<file path="src/mfs_pkg.sv">
// Constants shared by the motor stage fault supervisor controller.
// Assumes a 40 MHz system clock.
package mfs_pkg;
  localparam int unsigned CLK_HZ = 40_000_000;
  localparam int unsigned CLK_PERIOD_PS = 25_000;
  localparam int unsigned N_BRIDGE = 3;
  // Hold-off before an external clear after a latched shutdown
  localparam int unsigned CLEAR_HOLDOFF_MS = 1000;
  localparam int unsigned CLEAR_HOLDOFF_CYC = CLEAR_HOLDOFF_MS * (CLK_HZ / 1000);
  // Least low-side on time per PWM cycle
  localparam int unsigned LS_MIN_ON_NS = 50;
  localparam int unsigned LS_MIN_ON_CYC = (LS_MIN_ON_NS * 1000 + CLK_PERIOD_PS - 1) / CLK_PERIOD_PS;
  // Width of the clear pulse that gives the rising edge
  localparam int unsigned CLEAR_LOW_CYC = 4;
  // Status decode of the fault and warning pair
  typedef enum logic [1:0] {
    MFS_ST_WARN_SHUTDOWN = 2'h0,
    MFS_ST_SHUTDOWN = 2'h1,
    MFS_ST_WARN = 2'h2,
    MFS_ST_NORMAL = 2'h3
  } mfs_status_t;
  localparam logic [2:0] CLEAR_ALL_LOW = 3'h0;
  localparam logic [2:0] CLEAR_ALL_HIGH = 3'h7;
endpackage

</file>
<file path="src/mfs_ctrl.sv">
// Controller for a three-phase power stage: drives clears and PWM, reads status pins.
// Assumes status pins are synchronous and already resolved to logic levels.
//
// Summary of operation
// The device holds outputs in high impedance until its supplies pass undervoltage; nothing to do here.
// Keep all three clears low while the system powers up so bootstrap caps charge.
// Keep all three clears low while the system powers down; in MFS_LATCHED a same-cycle fault release delays the drop by one cycle.
// Fault and warning arrive as active-low open-drain lines pulled up in the device.
// A low fault line means the device has shut down.
// A low warning line means the junction is above the warning level.
// The fault and warning pair decode to warn+shutdown, shutdown, warn or normal.
// On a fault the device drops its outputs; the controller stops PWM too.
// Non-latching faults recover alone, so the controller waits unless i_recover asks for a latch clear.
// After a latched shutdown no clear is issued before one second has passed; a power or enable cycle through MFS_HOLD releases the clears at once.
// The device recharges bootstrap caps by itself when they run low.
// Too high a duty cycle may trigger recharge, so the duty is limited.
// Every PWM cycle keeps the low side on for at least 50 ns.
// While the warning is low the controller asks the load to be reduced.
// A rising edge on a clear releases that bridge; thermal shutdown needs all three.
// A low clear forces that bridge to high impedance, so PWM is held off meanwhile.
`timescale 1ns/1ps
`default_nettype none
module mfs_ctrl #(
  parameter int unsigned HOLDOFF_CYC = mfs_pkg::CLEAR_HOLDOFF_CYC
) (
  input wire logic i_clk, // System clock, 40 MHz
  input wire logic i_rst, // Async reset, high
  input wire logic i_power_good, // System supplies up and stable
  input wire logic i_enable, // Run request from the user
  input wire logic i_recover, // Request to clear a latched shutdown
  input wire logic [mfs_pkg::N_BRIDGE-1:0] i_pwm, // Raw PWM requests per bridge
  input wire logic i_fault_n, // Device fault line, low active
  input wire logic i_thermal_warning_n, // Device warning line, low active
  output logic [mfs_pkg::N_BRIDGE-1:0] o_pwm, // PWM to the device
  output logic [mfs_pkg::N_BRIDGE-1:0] o_clear_n, // Bridge clears, low holds Hi-Z
  output mfs_pkg::mfs_status_t o_status, // Decoded status pair
  output logic o_reduce_load, // Ask to lower the load current
  output logic o_running // Bridges released and PWM active
);
  import mfs_pkg::*;

  typedef enum logic [2:0] {
    MFS_HOLD, MFS_RUN, MFS_WAIT_AUTO, MFS_HOLDOFF, MFS_LATCHED, MFS_CLEAR_PULSE
  } mfs_state_t;

  localparam int unsigned HW = $clog2(HOLDOFF_CYC + 1);

  mfs_state_t state_q, state_d;
  logic [HW-1:0] hold_cnt_q, hold_cnt_d;
  logic [2:0] pulse_cnt_q, pulse_cnt_d;
  logic [N_BRIDGE-1:0] clear_n_q, clear_n_d;
  logic [N_BRIDGE-1:0] gate_q, gate_d;
  mfs_status_t status_q, status_d;
  logic reduce_q, reduce_d;
  logic running_q, running_d;
  logic [N_BRIDGE-1:0] shaped;

  function automatic mfs_status_t decode_status(input logic fault_n, input logic warn_n);
    decode_status = mfs_status_t'({fault_n, warn_n});
  endfunction

  genvar g;
  generate
    for (g = 0; g < N_BRIDGE; g++) begin : g_shape
      mfs_pwm_shaper #(
        .MIN_LOW(LS_MIN_ON_CYC)
      ) u_shape (
        .i_clk(i_clk),
        .i_rst(i_rst),
        .i_pwm(i_pwm[g]),
        .o_pwm(shaped[g])
      );
    end
  endgenerate

  always_comb begin
    state_d = state_q;
    hold_cnt_d = hold_cnt_q;
    pulse_cnt_d = pulse_cnt_q;
    clear_n_d = clear_n_q;
    status_d = decode_status(i_fault_n, i_thermal_warning_n);
    reduce_d = !i_thermal_warning_n;
    unique case (state_q)
      MFS_HOLD: begin
        clear_n_d = CLEAR_ALL_LOW;
        if (i_power_good && i_enable) begin
          clear_n_d = CLEAR_ALL_HIGH;
          state_d = MFS_RUN;
        end
      end
      MFS_RUN: begin
        if (!i_power_good || !i_enable) begin
          clear_n_d = CLEAR_ALL_LOW;
          state_d = MFS_HOLD;
        end else if (!i_fault_n) begin
          // Warning with fault means thermal or overcurrent latch
          hold_cnt_d = '0;
          state_d = (i_thermal_warning_n && !i_recover) ? MFS_WAIT_AUTO : MFS_HOLDOFF;
        end
      end
      MFS_WAIT_AUTO: begin
        // Supply faults clear on their own; a request asks for a latch clear instead
        if (!i_power_good || !i_enable) begin
          clear_n_d = CLEAR_ALL_LOW;
          state_d = MFS_HOLD;
        end else if (i_fault_n) begin
          state_d = MFS_RUN;
        end else if (i_recover) begin
          state_d = MFS_HOLDOFF;
        end else if (hold_cnt_q != HW'(HOLDOFF_CYC)) begin
          hold_cnt_d = hold_cnt_q + HW'(1);
        end
      end
      MFS_HOLDOFF: begin
        // Supplies going away must drop the clears even mid hold-off
        if (!i_power_good || !i_enable) begin
          clear_n_d = CLEAR_ALL_LOW;
          state_d = MFS_HOLD;
        end else if (i_fault_n) begin
          state_d = MFS_RUN;
        end else if (hold_cnt_q >= HW'(HOLDOFF_CYC)) begin
          state_d = MFS_LATCHED;
        end else begin
          hold_cnt_d = hold_cnt_q + HW'(1);
        end
      end
      MFS_LATCHED: begin
        if (i_fault_n) begin
          state_d = MFS_RUN;
        end else if (i_recover && i_power_good && i_enable) begin
          // All three pulsed so a thermal latch clears as well
          clear_n_d = CLEAR_ALL_LOW;
          pulse_cnt_d = '0;
          state_d = MFS_CLEAR_PULSE;
        end else if (!i_power_good || !i_enable) begin
          clear_n_d = CLEAR_ALL_LOW;
          state_d = MFS_HOLD;
        end
      end
      MFS_CLEAR_PULSE: begin
        if (!i_power_good || !i_enable) begin
          clear_n_d = CLEAR_ALL_LOW;
          state_d = MFS_HOLD;
        end else if (pulse_cnt_q == 3'(CLEAR_LOW_CYC - 1)) begin
          clear_n_d = CLEAR_ALL_HIGH;
          hold_cnt_d = '0;
          state_d = MFS_RUN;
        end else begin
          pulse_cnt_d = pulse_cnt_q + 3'h1;
        end
      end
      default: begin
        clear_n_d = CLEAR_ALL_LOW;
        state_d = MFS_HOLD;
      end
    endcase
  end

  // PWM only while released and no fault; device is Hi-Z otherwise anyway
  always_comb begin
    running_d = (state_d == MFS_RUN) && i_fault_n;
    gate_d = running_d ? (shaped & clear_n_d) : '0;
  end

  always_ff @(posedge i_clk or posedge i_rst) begin
    if (i_rst) begin
      state_q <= MFS_HOLD;
      hold_cnt_q <= '0;
      pulse_cnt_q <= 3'h0;
      clear_n_q <= CLEAR_ALL_LOW;
      gate_q <= '0;
      status_q <= MFS_ST_NORMAL;
      reduce_q <= 1'b0;
      running_q <= 1'b0;
    end else begin
      state_q <= state_d;
      hold_cnt_q <= hold_cnt_d;
      pulse_cnt_q <= pulse_cnt_d;
      clear_n_q <= clear_n_d;
      gate_q <= gate_d;
      status_q <= status_d;
      reduce_q <= reduce_d;
      running_q <= running_d;
    end
  end

  assign o_pwm = gate_q;
  assign o_clear_n = clear_n_q;
  assign o_status = status_q;
  assign o_reduce_load = reduce_q;
  assign o_running = running_q;
endmodule
`default_nettype wire

</file>
<file path="src/mfs_pwm_shaper.sv">
// One half-bridge PWM shaper: stretches the low phase to the least on time.
// Assumes the raw PWM request is synchronous to i_clk.
`timescale 1ns/1ps
`default_nettype none
module mfs_pwm_shaper #(
  parameter int unsigned MIN_LOW = mfs_pkg::LS_MIN_ON_CYC
) (
  input wire logic i_clk, // System clock
  input wire logic i_rst, // Async reset, high
  input wire logic i_pwm, // Raw PWM request, high = high side on
  output logic o_pwm // Shaped PWM to the device
);
  import mfs_pkg::*;
  localparam int unsigned CW = $clog2(MIN_LOW + 1);
  logic [CW-1:0] low_cnt_q, low_cnt_d;
  logic pwm_q, pwm_d;

  always_comb begin
    low_cnt_d = low_cnt_q;
    pwm_d = pwm_q;
    if (!pwm_q) begin
      // Low side stays on long enough to top up the bootstrap cap
      if (low_cnt_q < CW'(MIN_LOW)) begin
        low_cnt_d = low_cnt_q + CW'(1);
      end else if (i_pwm) begin
        pwm_d = 1'b1;
      end
    end else if (!i_pwm) begin
      pwm_d = 1'b0;
      low_cnt_d = CW'(1);
    end
  end

  always_ff @(posedge i_clk or posedge i_rst) begin
    if (i_rst) begin
      low_cnt_q <= '0;
      pwm_q <= 1'b0;
    end else begin
      low_cnt_q <= low_cnt_d;
      pwm_q <= pwm_d;
    end
  end

  assign o_pwm = pwm_q;
endmodule
`default_nettype wire

</file>
<file path="config.mk">
export PLATFORM = sky130hd
export DESIGN_NAME = mfs_ctrl
export DESIGN_NICKNAME = d
export VERILOG_FILES = /design/src/mfs_pkg.sv /design/src/mfs_ctrl.sv /design/src/mfs_pwm_shaper.sv
export SDC_FILE = /design/constraint.sdc
export NUM_CORES = 1
export LEC_CHECK = 0
export BUFFER_PORTS_ARGS = -buffer_cell sky130_fd_sc_hd__clkbuf_2
export CORE_UTILIZATION = 45
export DETAILED_ROUTE_END_ITERATION = 12
export MAX_ROUTING_LAYER = met4
export PLACE_DENSITY = 0.66
export SYNTH_ARGS = -nofsm -noshare
export SYNTH_HDL_FRONTEND = slang
export SYNTH_HIERARCHICAL = 1
export SYNTH_SLANG_ARGS = --single-unit
</file>
<file path="constraint.sdc">
create_clock -name i_clk -period 2.54 [get_ports i_clk]
set_clock_uncertainty 0.15 [all_clocks]
set_input_delay 0.508 -clock i_clk [delete_from_list [all_inputs] [get_ports i_clk]]
set_output_delay 0.508 -clock i_clk [all_outputs]
set_load 0.03 [all_outputs]
</file>
## Word level (Yosys, flattened, before mapping)

Index checks and enable logic that the tools add are counted.
W data, S select, Z words.

| storage, ports and cells | value |
|---|---|
| input port bits | 10 |
| output and inout port bits | 10 |
| word-level logic and storage cells | 130 |
| bits in registers | 51 |

| cells by class | value |
|---|---|
| reduce and logical (&&, ||, !) cells | 22 |
| bitwise gates (word level) | 1 |
| add/subtract/negate cells | 5 |
| eq/ne operators | 25 |
| mux-type cells | 59 |
| $lt $le $gt $ge | 4 |

Operator list:

| kind | number |
|---|---|
| $mux W26 | 11 |
| $pmux W26 S4 | 1 |
| $mux W3 | 25 |
| $ne A2 B2 Y1 const B | 17 |
| $add A26 B1 Y26 const B | 1 |
| $ge A26 B26 Y1 const B | 1 |
| $ne A26 B26 Y1 const B | 1 |
| $mux W2 | 9 |
| $pmux W3 S6 | 1 |
| $pmux W3 S4 | 1 |
| $reduce_and A12 Y1 | 1 |
| $mux W1 | 10 |
| $eq A3 B2 Y1 const B | 3 |
| $reduce_bool A2 Y1 | 4 |
| $add A2 B1 Y2 const B | 3 |
| $eq A3 B1 Y1 const B | 2 |
| $eq A3 B3 Y1 const B | 2 |
| $lt A2 B2 Y1 const B | 3 |
| $pmux W3 S2 | 1 |
| $reduce_and A2 Y1 | 3 |
| $logic_and A1 B1 Y1 | 5 |
| $reduce_and A5 Y1 | 1 |
| $logic_not A1 Y1 | 4 |
| $reduce_bool A4 Y1 | 1 |
| other kinds (5) | 5 |

## Depth between registers and ports, before layout

Gate-level depths: netlist of the first run.

| depth | value |
|---|---|
| depth in word-level cells | 9 |
| gate-level depth with buffers | 10 |

## Modules after synthesis

The synthesis of the first run kept the hierarchy.

Modules (own cells, without submodules):

| module | times used | cells an instance | area an instance (um2) |
|---|---|---|---|
| mfs_ctrl | 1 | 282 | 2,494.9 |
| mfs_pwm_shaper (g_shape[0].u_shape ...) | 2 | 11 | 133.9 |
| mfs_pwm_shaper (g_shape[2].u_shape) | 1 | 11 | 128.9 |

## Worst setup path after synthesis of the first run

Ideal clock, no wire load.

| path | value |
|---|---|
| path kind | reg2reg |
| start | reg pulse_cnt_q[0] |
| end | reg hold_cnt_q[19] |
| period minus slack after synthesis | 2.276 ns |
| cell stages (with the launch flop) | 10 |
| setup slack | 0.264 ns |
| required time | 2.324 ns |
| arrival time | 2.060 ns |
| path through | dfrtp_1 > ha_1 > ha_1 > nand2_1 > o32a_1 > nor2_2 > and2_2 > dlymetal6s4s_1 > or4_1 > nand2_1 |

| between the ends | value |
|---|---|
| longest elaborated chain between the ends | 3 |

RTL lines:

| what | line | text |
|---|---|---|
| start, declared | mfs_ctrl.sv:50 | `logic [2:0] pulse_cnt_q, pulse_cnt_d;` |
| start signal, assigned | mfs_ctrl.sv:178 | `pulse_cnt_q <= pulse_cnt_d;` |
| $eq A3 B2 Y1 | mfs_ctrl.sv:144 | `end else if (pulse_cnt_q == 3'(CLEAR_LOW_CYC - 1)) begin` |
| $ne A2 B2 Y1 (no line) | - |  |
| $reduce_and A12 Y1 (no line) | - |  |
| end signal, assigned | mfs_ctrl.sv:177 | `hold_cnt_q <= hold_cnt_d;` |
| end, declared | mfs_ctrl.sv:49 | `logic [HW-1:0] hold_cnt_q, hold_cnt_d;` |

No other way between the ends.
A chain may end at the register's enable or synchronous reset.

## Worst setup path in the final report of the first run

| path | value |
|---|---|
| start | reg hold_cnt_q[18] |
| end | reg hold_cnt_q[8] |

| between the ends | value |
|---|---|
| longest elaborated chain between the ends | 3 |

RTL lines:

| what | line |
|---|---|
| $ge A26 B26 Y1 / $ne A26 B26 Y1 (equally long branches) | mfs_ctrl.sv:121, mfs_ctrl.sv:110 |
| $ne A2 B2 Y1 (no line) | - |
| $reduce_and A12 Y1 (no line) (*) | - |

Mark *: on every way between the ends. The rest lies on a longest branch, timed or not.

==> results of run 1 <==
## cell families (layout without fill, tap and decap cells)
group | after synthesis | count (layout) | share of synthesized area (%)
xor+xnor | 1 | 1 | 0.303
buf+inv | 31 | 73 | 6.40
simple gates | 138 | 139 | 27.3
fa+ha+maj | 4 | 4 | 1.73
compound gates | 88 | 88 | 19.0
mux | 2 | 2 | 1.04
flops | 51 | 51 | 44.2
## layout make-up
cell class / instances / area, um2 / share of cell area (%)
clock buffer: 8 / 100 / 3.01
inverter: 17 / 63.8 / 1.92
multi-input combinational: 234 / 1460 / 43.9
sequential: 51 / 1280 / 38.5
tap: 75 / 93.8 / 2.82
timing repair buffer: 48 / 328 / 9.86
## layer usage
layer  up-vias  part of all wire (%)  global-route usage [%]
met5         -                     0                       -
met4         0                   1.6                    8.07
met3         7                   5.3                    3.74
met2        73                    48                    33.3
met1      1159                    46                    27.6
li1       1240                     -                       -
## critical path, stage by stage, from the launching register on
cell and delay (ns):
dfrtp_2 0.45, o311a_1 0.34, o211ai_1 0.21, a21oi_1 0.17
nand4b_4 0.25, buf_4 0.19, buf_4 0.13, or3_1 0.34
a21oi_1 0.16
## path summary, 6_finish.rpt
| check | endpoint | from | depth (start not counted) | slack, ns |
|---|---|---|---|---|
| worst max-delay path | hold_cnt_q[8] | hold_cnt_q[18] | 8 | 0.07 |
| worst min-delay path | o_status[0] | i_thermal_warning_n | 1 | 0.17 |
| worst max register to register | hold_cnt_q[8] | hold_cnt_q[18] | 8 | 0.07 |
| worst min register to register | g_shape[0].u_shape/low_cnt_q[0] | g_shape[0].u_shape/low_cnt_q[0] | 1 | 0.34 |
| max in group asynchronous | hold_cnt_q[18] | i_rst | 4 | 1.08 |
| min in group asynchronous | g_shape[0].u_shape/low_cnt_q[0] | i_rst | 3 | 0.48 |
## state kept, by name (all words and copies together), names as in the netlist
register and count:
g_shape.u_shape/low_cnt_q 6, hold_cnt_q 26, o_running 1, o_reduce_load 1, o_pwm 3, pulse_cnt_q 3
g_shape.u_shape/o_pwm 3, o_clear_n 3, o_status 2, state_q 3
## repair_timing
action | CTS | global route
hold buffers | 1 | 0
buffers inserted | 0 | 5
gates resized for setup | 0 | 5
endpoints found under the setup margin | 0 | 21
hold endpoints to repair | 9 | 0
## power by group
| group | switching (mW) | internal (mW) | total [mW] |
|---|---|---|---|
| combinational | 0.120 | 0.114 | 0.234 |
| clock | 0.259 | 0.249 | 0.508 |
| sequential | 0.0662 | 0.878 | 0.944 |
| total | 0.446 | 1.24 | 1.69 |
## cells in the final DEF, fill, tap and decap left out, drive strengths merged, types with 2 or more instances in the layout
cell type  synthesis  final
o22ai              2      2
inv               17     16
and3               5      5
a21oi             17     17
nand2             32     32
o21ai             34     34
nand4b             2      3
o211ai             5      5
nand2b             9      9
clkbuf             5     27
or3               14     14
nor3b              6      6
and2               5      5
or2                5      5
buf                8     28
ha                 4      4
nand4              9      9
a211oi             2      2
nor2b              2      2
dfstp              2      2
or4b               2      2
a22o               3      3
o31ai             11     11
nor4               4      4
mux2               2      2
nor2              17     17
or4                7      7
nand3             10     10
o21bai             2      2
nor3               6      6
dfrtp             49     49
a31oi              3      3
o21a               3      3
==> metrics.txt, run 1 <==
core area=a little over 0.006 mm2; die footprint=0.00675 mm2; fin nets=about 370; Worst Setup End Kind=register; CP Max Fanout=7; global-route wire length before repair=10700 um; syn avg cell area=9.18 um2; # setup viols final=0; total power draw=1.69 mW; Overflow after GRT=0; Slew headroom=52.7%; DP Wirelength=4650 um; Post-synth EDFFs=0; Synth Warn #=6; post-detailed-routing wire length=6380 um; final worst slack=0.0713 ns; antenna cells=0; routed vias/inst=5.73; GP Congestion=0.866; Non-Filler Instances=433; WL/cell=14.7 um; share of post-route cells with drive strength above 1=21.8%; asr flop ratio synth=100%; synthesized area=0.00289 mm2; Worst Setup Start Kind=register; tightest hold margin=approximately 0.17 ns; htree depth=2; Fillers=550; final core utilization=54.9%; Post-Layout Inst Area=0.00333 mm2; Synth cell types=60; Hold Crit Class=in2reg; vias in the first global route=2376; Syn Nets=between 300 and 400; area fraction of the dominant cell type after synthesis=between 40% and 50%; Post-route DRC=0; Clock Path Buffers=2; # rows=28; Max Slew Vio Count=0; Max Clk Rate=0.405 GHz; Mapped Cells=around 320; area grow syn2layout=15.0%; P per Cell Area=507 mW/mm2; placed cells=418; Detail Route Antenna Nets=0; Max Cap Violations=0; Top FF cell, synth=dfrtp_1; Die H=82.2 um; via count=2479; CP arrival=2.55 ns; worst slew pin tran=between 0.7 and 0.8 ns; clk slew on worst S/H paths=0.09 ns; largest net degree at the start of global routing=25; CTS tree=built; number of synthesized register bits=51; DR pass1 iterations=4; sequential area share after synthesis=44.2%; maximum VDD drop=0.000370 V; root buf cell=clkbuf_8; Inserted Clock Buffers=5; Die W=82.2 um; largest area contributor in the netlist=dfrtp_1; CTS sink cnt=51; top post-synthesis cells by count=dfrtp_1, nand2_1, o21ai_0, a21oi_1, inv_1; port bufs=19; gr usage total=a little over a fifth; Post-Route Setup TNS=0 ns; most common cell in the synthesized netlist=dfrtp_1; # IOs=20; Initial Utilization=a little under half; initial antenna violation count=0; min cycle time layout=2.47 ns; status=finished clean; Starting DRT DRC Count=135; Setup WS pre-CTS=roughly 0.029 ns; fin crit share=97.2%; Pleak=roughly 1.4 nW; WP data required=2.62 ns; Placement Cell Area=0.00314 mm2; clk_lat worst skew=0.31 ns; critical path class=reg2reg; synth top area cells=dfrtp_1, nand2_1, o21ai_0, a21oi_1, o31ai_1; Fin. Hold Viols=0
Power figures use the tool's default switching activity.
==> inputs of run 2 (changes only) <==
--- a/config.mk
+++ b/config.mk
@@ -7,6 +7,8 @@
 export LEC_CHECK = 0
 export BUFFER_PORTS_ARGS = -buffer_cell sky130_fd_sc_hd__clkbuf_2
 export CORE_UTILIZATION = 45
+export CTS_BUF_LIST = sky130_fd_sc_hd__clkbuf_16
+export CTS_CLUSTER_DIAMETER = 120
 export DETAILED_ROUTE_END_ITERATION = 12
 export MAX_ROUTING_LAYER = met4
 export PLACE_DENSITY = 0.66
==> run 2 against run 1 <==
Against the previous run:
- register-to-register slack gained 0.04 ns
- clock power grew 27%
- via count grew 1.2%
- power grew 8.2%
- highest routed layer unchanged
- sequential cell count is the same
- worst hold slack gained 0.020 ns
- critical endpoint is now hold_cnt_q[18]
- count of clock-buffer cells in the layout shrank 3
==> metrics.txt, run 2 (synthesis results as in run 1) <==
status=finished clean; core area=0.00606 mm2 (unchanged); Inserted Clock Buffers=5 (unchanged); Die H=82.2 um (unchanged); flip-flop count of the largest register after layout=26 (unchanged); global-route wire length before repair=10700 um (about the same); post-detailed-routing wire length=6370 um (about the same); port bufs=19 (unchanged); share of post-route cells with drive strength above 1=21.5% (-0.28 points); Starting DRT DRC Count=160 (+19%); via count=2508 (+1.2%); critical path class=reg2reg; reg-to-reg endpoint=hold_cnt_q[18]; Pleak=1.46 nW (+1.7%); fin crit share=95.6% (-1.6 points); CTS sink cnt=51 (unchanged); largest net degree at the start of global routing=25 (unchanged); clk slew on worst S/H paths=0.07 ns (-0.02 ns); Max Cap Violations=0 (unchanged); initial antenna violation count=0 (unchanged); worst reg2reg path startpoint=hold_cnt_q[2]; total power draw=1.82 mW (+8.2%); Post-Route Setup TNS=0 ns (unchanged); htree depth=2 (unchanged); P per Cell Area=540 mW/mm2 (+6.5%); Hold Crit Endpoint=o_status[0]; min cycle time layout=2.43 ns (-0.0408 ns); maximum VDD drop=0.000414 V (+12%); Hold Crit Class=in2reg; Overflow after GRT=0 (unchanged); Detail Route Antenna Nets=0 (unchanged); Largest Register=hold_cnt_q; Worst Setup End Kind=register; DR pass1 iterations=4 (unchanged); DP Wirelength=4650 um (unchanged); worst slew pin tran=0.711 ns (+0.00523 ns); Hold Crit Depth=1 (unchanged); area grow syn2layout=16.8%; Non-Filler Instances=433 (unchanged); GP Congestion=0.866 (unchanged); gr usage total=21.3% (+0.024 points); # IOs=20 (unchanged); die footprint=0.00675 mm2 (unchanged); Fin. Hold Viols=0 (unchanged); Placement Cell Area=0.00314 mm2 (unchanged); Max Slew Vio Count=0 (unchanged); largest registers=hold_cnt_q (26), g_shape.u_shape/low_cnt_q (6); CP Max Fanout=15 (+8); Max Clk Rate=0.412 GHz (+1.7%); Post-route DRC=0 (unchanged); WL/cell=14.7 um (about the same); # rows=28 (unchanged); most frequent cells in the layout=dfrtp_1, nand2_1, buf_4; final core utilization=55.7% (+0.87 points); Initial Utilization=47.7% (unchanged); Die W=82.2 um (unchanged); reg-to-reg setup timing slack=0.11 ns (+0.04 ns); Slew headroom=52.3% (-0.35 points); reg2reg path depth=7 (-1); clk_lat worst skew=0.29 ns (-0.02 ns); routed vias/inst=5.79 (+1.2%); CP arrival=2.50 ns (-0.05 ns); commonest non-fill, non-tap cell in the layout=dfrtp_1; vias in the first global route=2349 (-1.1%); Worst Setup Start Kind=register; root buf cell=clkbuf_16; antenna cells=0 (unchanged); CTS tree=built; fin nets=371 (unchanged); placed cells=418 (unchanged); Clock Path Buffers=2 (unchanged); hold_sp=i_thermal_warning_n; Post-Layout Inst Area=0.00338 mm2 (+1.6%); WP data required=2.61 ns (about the same); # setup viols final=0 (unchanged)
## run 2: changes by cell type in the layout (fill, tap and decap cells not counted), sizes merged
cell	before	now
inv	16	17
clkbuf	27	24
clkinv	1	3
## run 2: worst max path at each step
| stage | start | endpoint | slack [ns] | cells after the start |
|---|---|---|---|---|
| floorplan | pulse_cnt_q[0] | hold_cnt_q[19] | 0.26 | 9 |
| global placement | hold_cnt_q[2] | hold_cnt_q[2] | 0.07 | 6 |
| detailed placement | hold_cnt_q[2] | hold_cnt_q[18] | 0.03 | 7 |
| CTS | hold_cnt_q[2] | hold_cnt_q[18] | 0.01 | 7 |
| global route | hold_cnt_q[0] | hold_cnt_q[16] | -0.07 | 7 |
| finish | hold_cnt_q[2] | hold_cnt_q[18] | 0.11 | 7 |
## run 2: worst max-delay path: stages, from the launching register on
cell	delay [ns]
dfrtp_1	0.39
or4b_2	0.70
nor4_2	0.18
nand4b_1	0.24
nand4b_4	0.23
buf_4	0.20
o21ai_0	0.11
a21oi_1	0.14
## run 2: layout make-up
cell class | instances | area (um2)
clock buffer | 5 | 125
sequential | 51 | 1280
inverter | 17 | 63.8
tap | 75 | 93.8
multi-input combinational | 234 | 1460
clock inverter | 3 | 11.3
timing repair buffer | 48 | 340
fill | 538 | 2680
## run 2: stage by stage
stage	worst slack (ns)	hold slack (ns)
2_1_floorplan	0.264	0.112
3_3_place_gp	0.0735	0.256
3_5_place_dp	0.0286	0.257
4_1_cts	0.0112	0.187
5_1_grt	-0.0739	0.179
6_report	0.112	0.190
## run 2: per-layer routing
| metal | share of wire [%] | GRT usage, % | vias up |
|---|---|---|---|
| met3 | 3.4 | 3.08 | 12 |
| li1 | - | - | 1243 |
| met1 | 47 | 28.1 | 1187 |
| met2 | 47 | 33.1 | 66 |
| met5 | 0 | - | - |
| met4 | 1.9 | 8.60 | 0 |
## run 2: timing repair
| item | in CTS | in global routing |
|---|---|---|
| buffers inserted | 0 | 5 |
| hold endpoints to repair | 9 | 0 |
| setup endpoints to repair | 0 | 21 |
| gates resized for setup | 0 | 6 |
| hold buffers | 1 | 0 |
## run 2: report_power, final
part	switching (mW)	internal [mW]	total, mW
Combinational	0.121	0.115	0.236
Clock	0.288	0.355	0.643
Sequential	0.0662	0.879	0.945
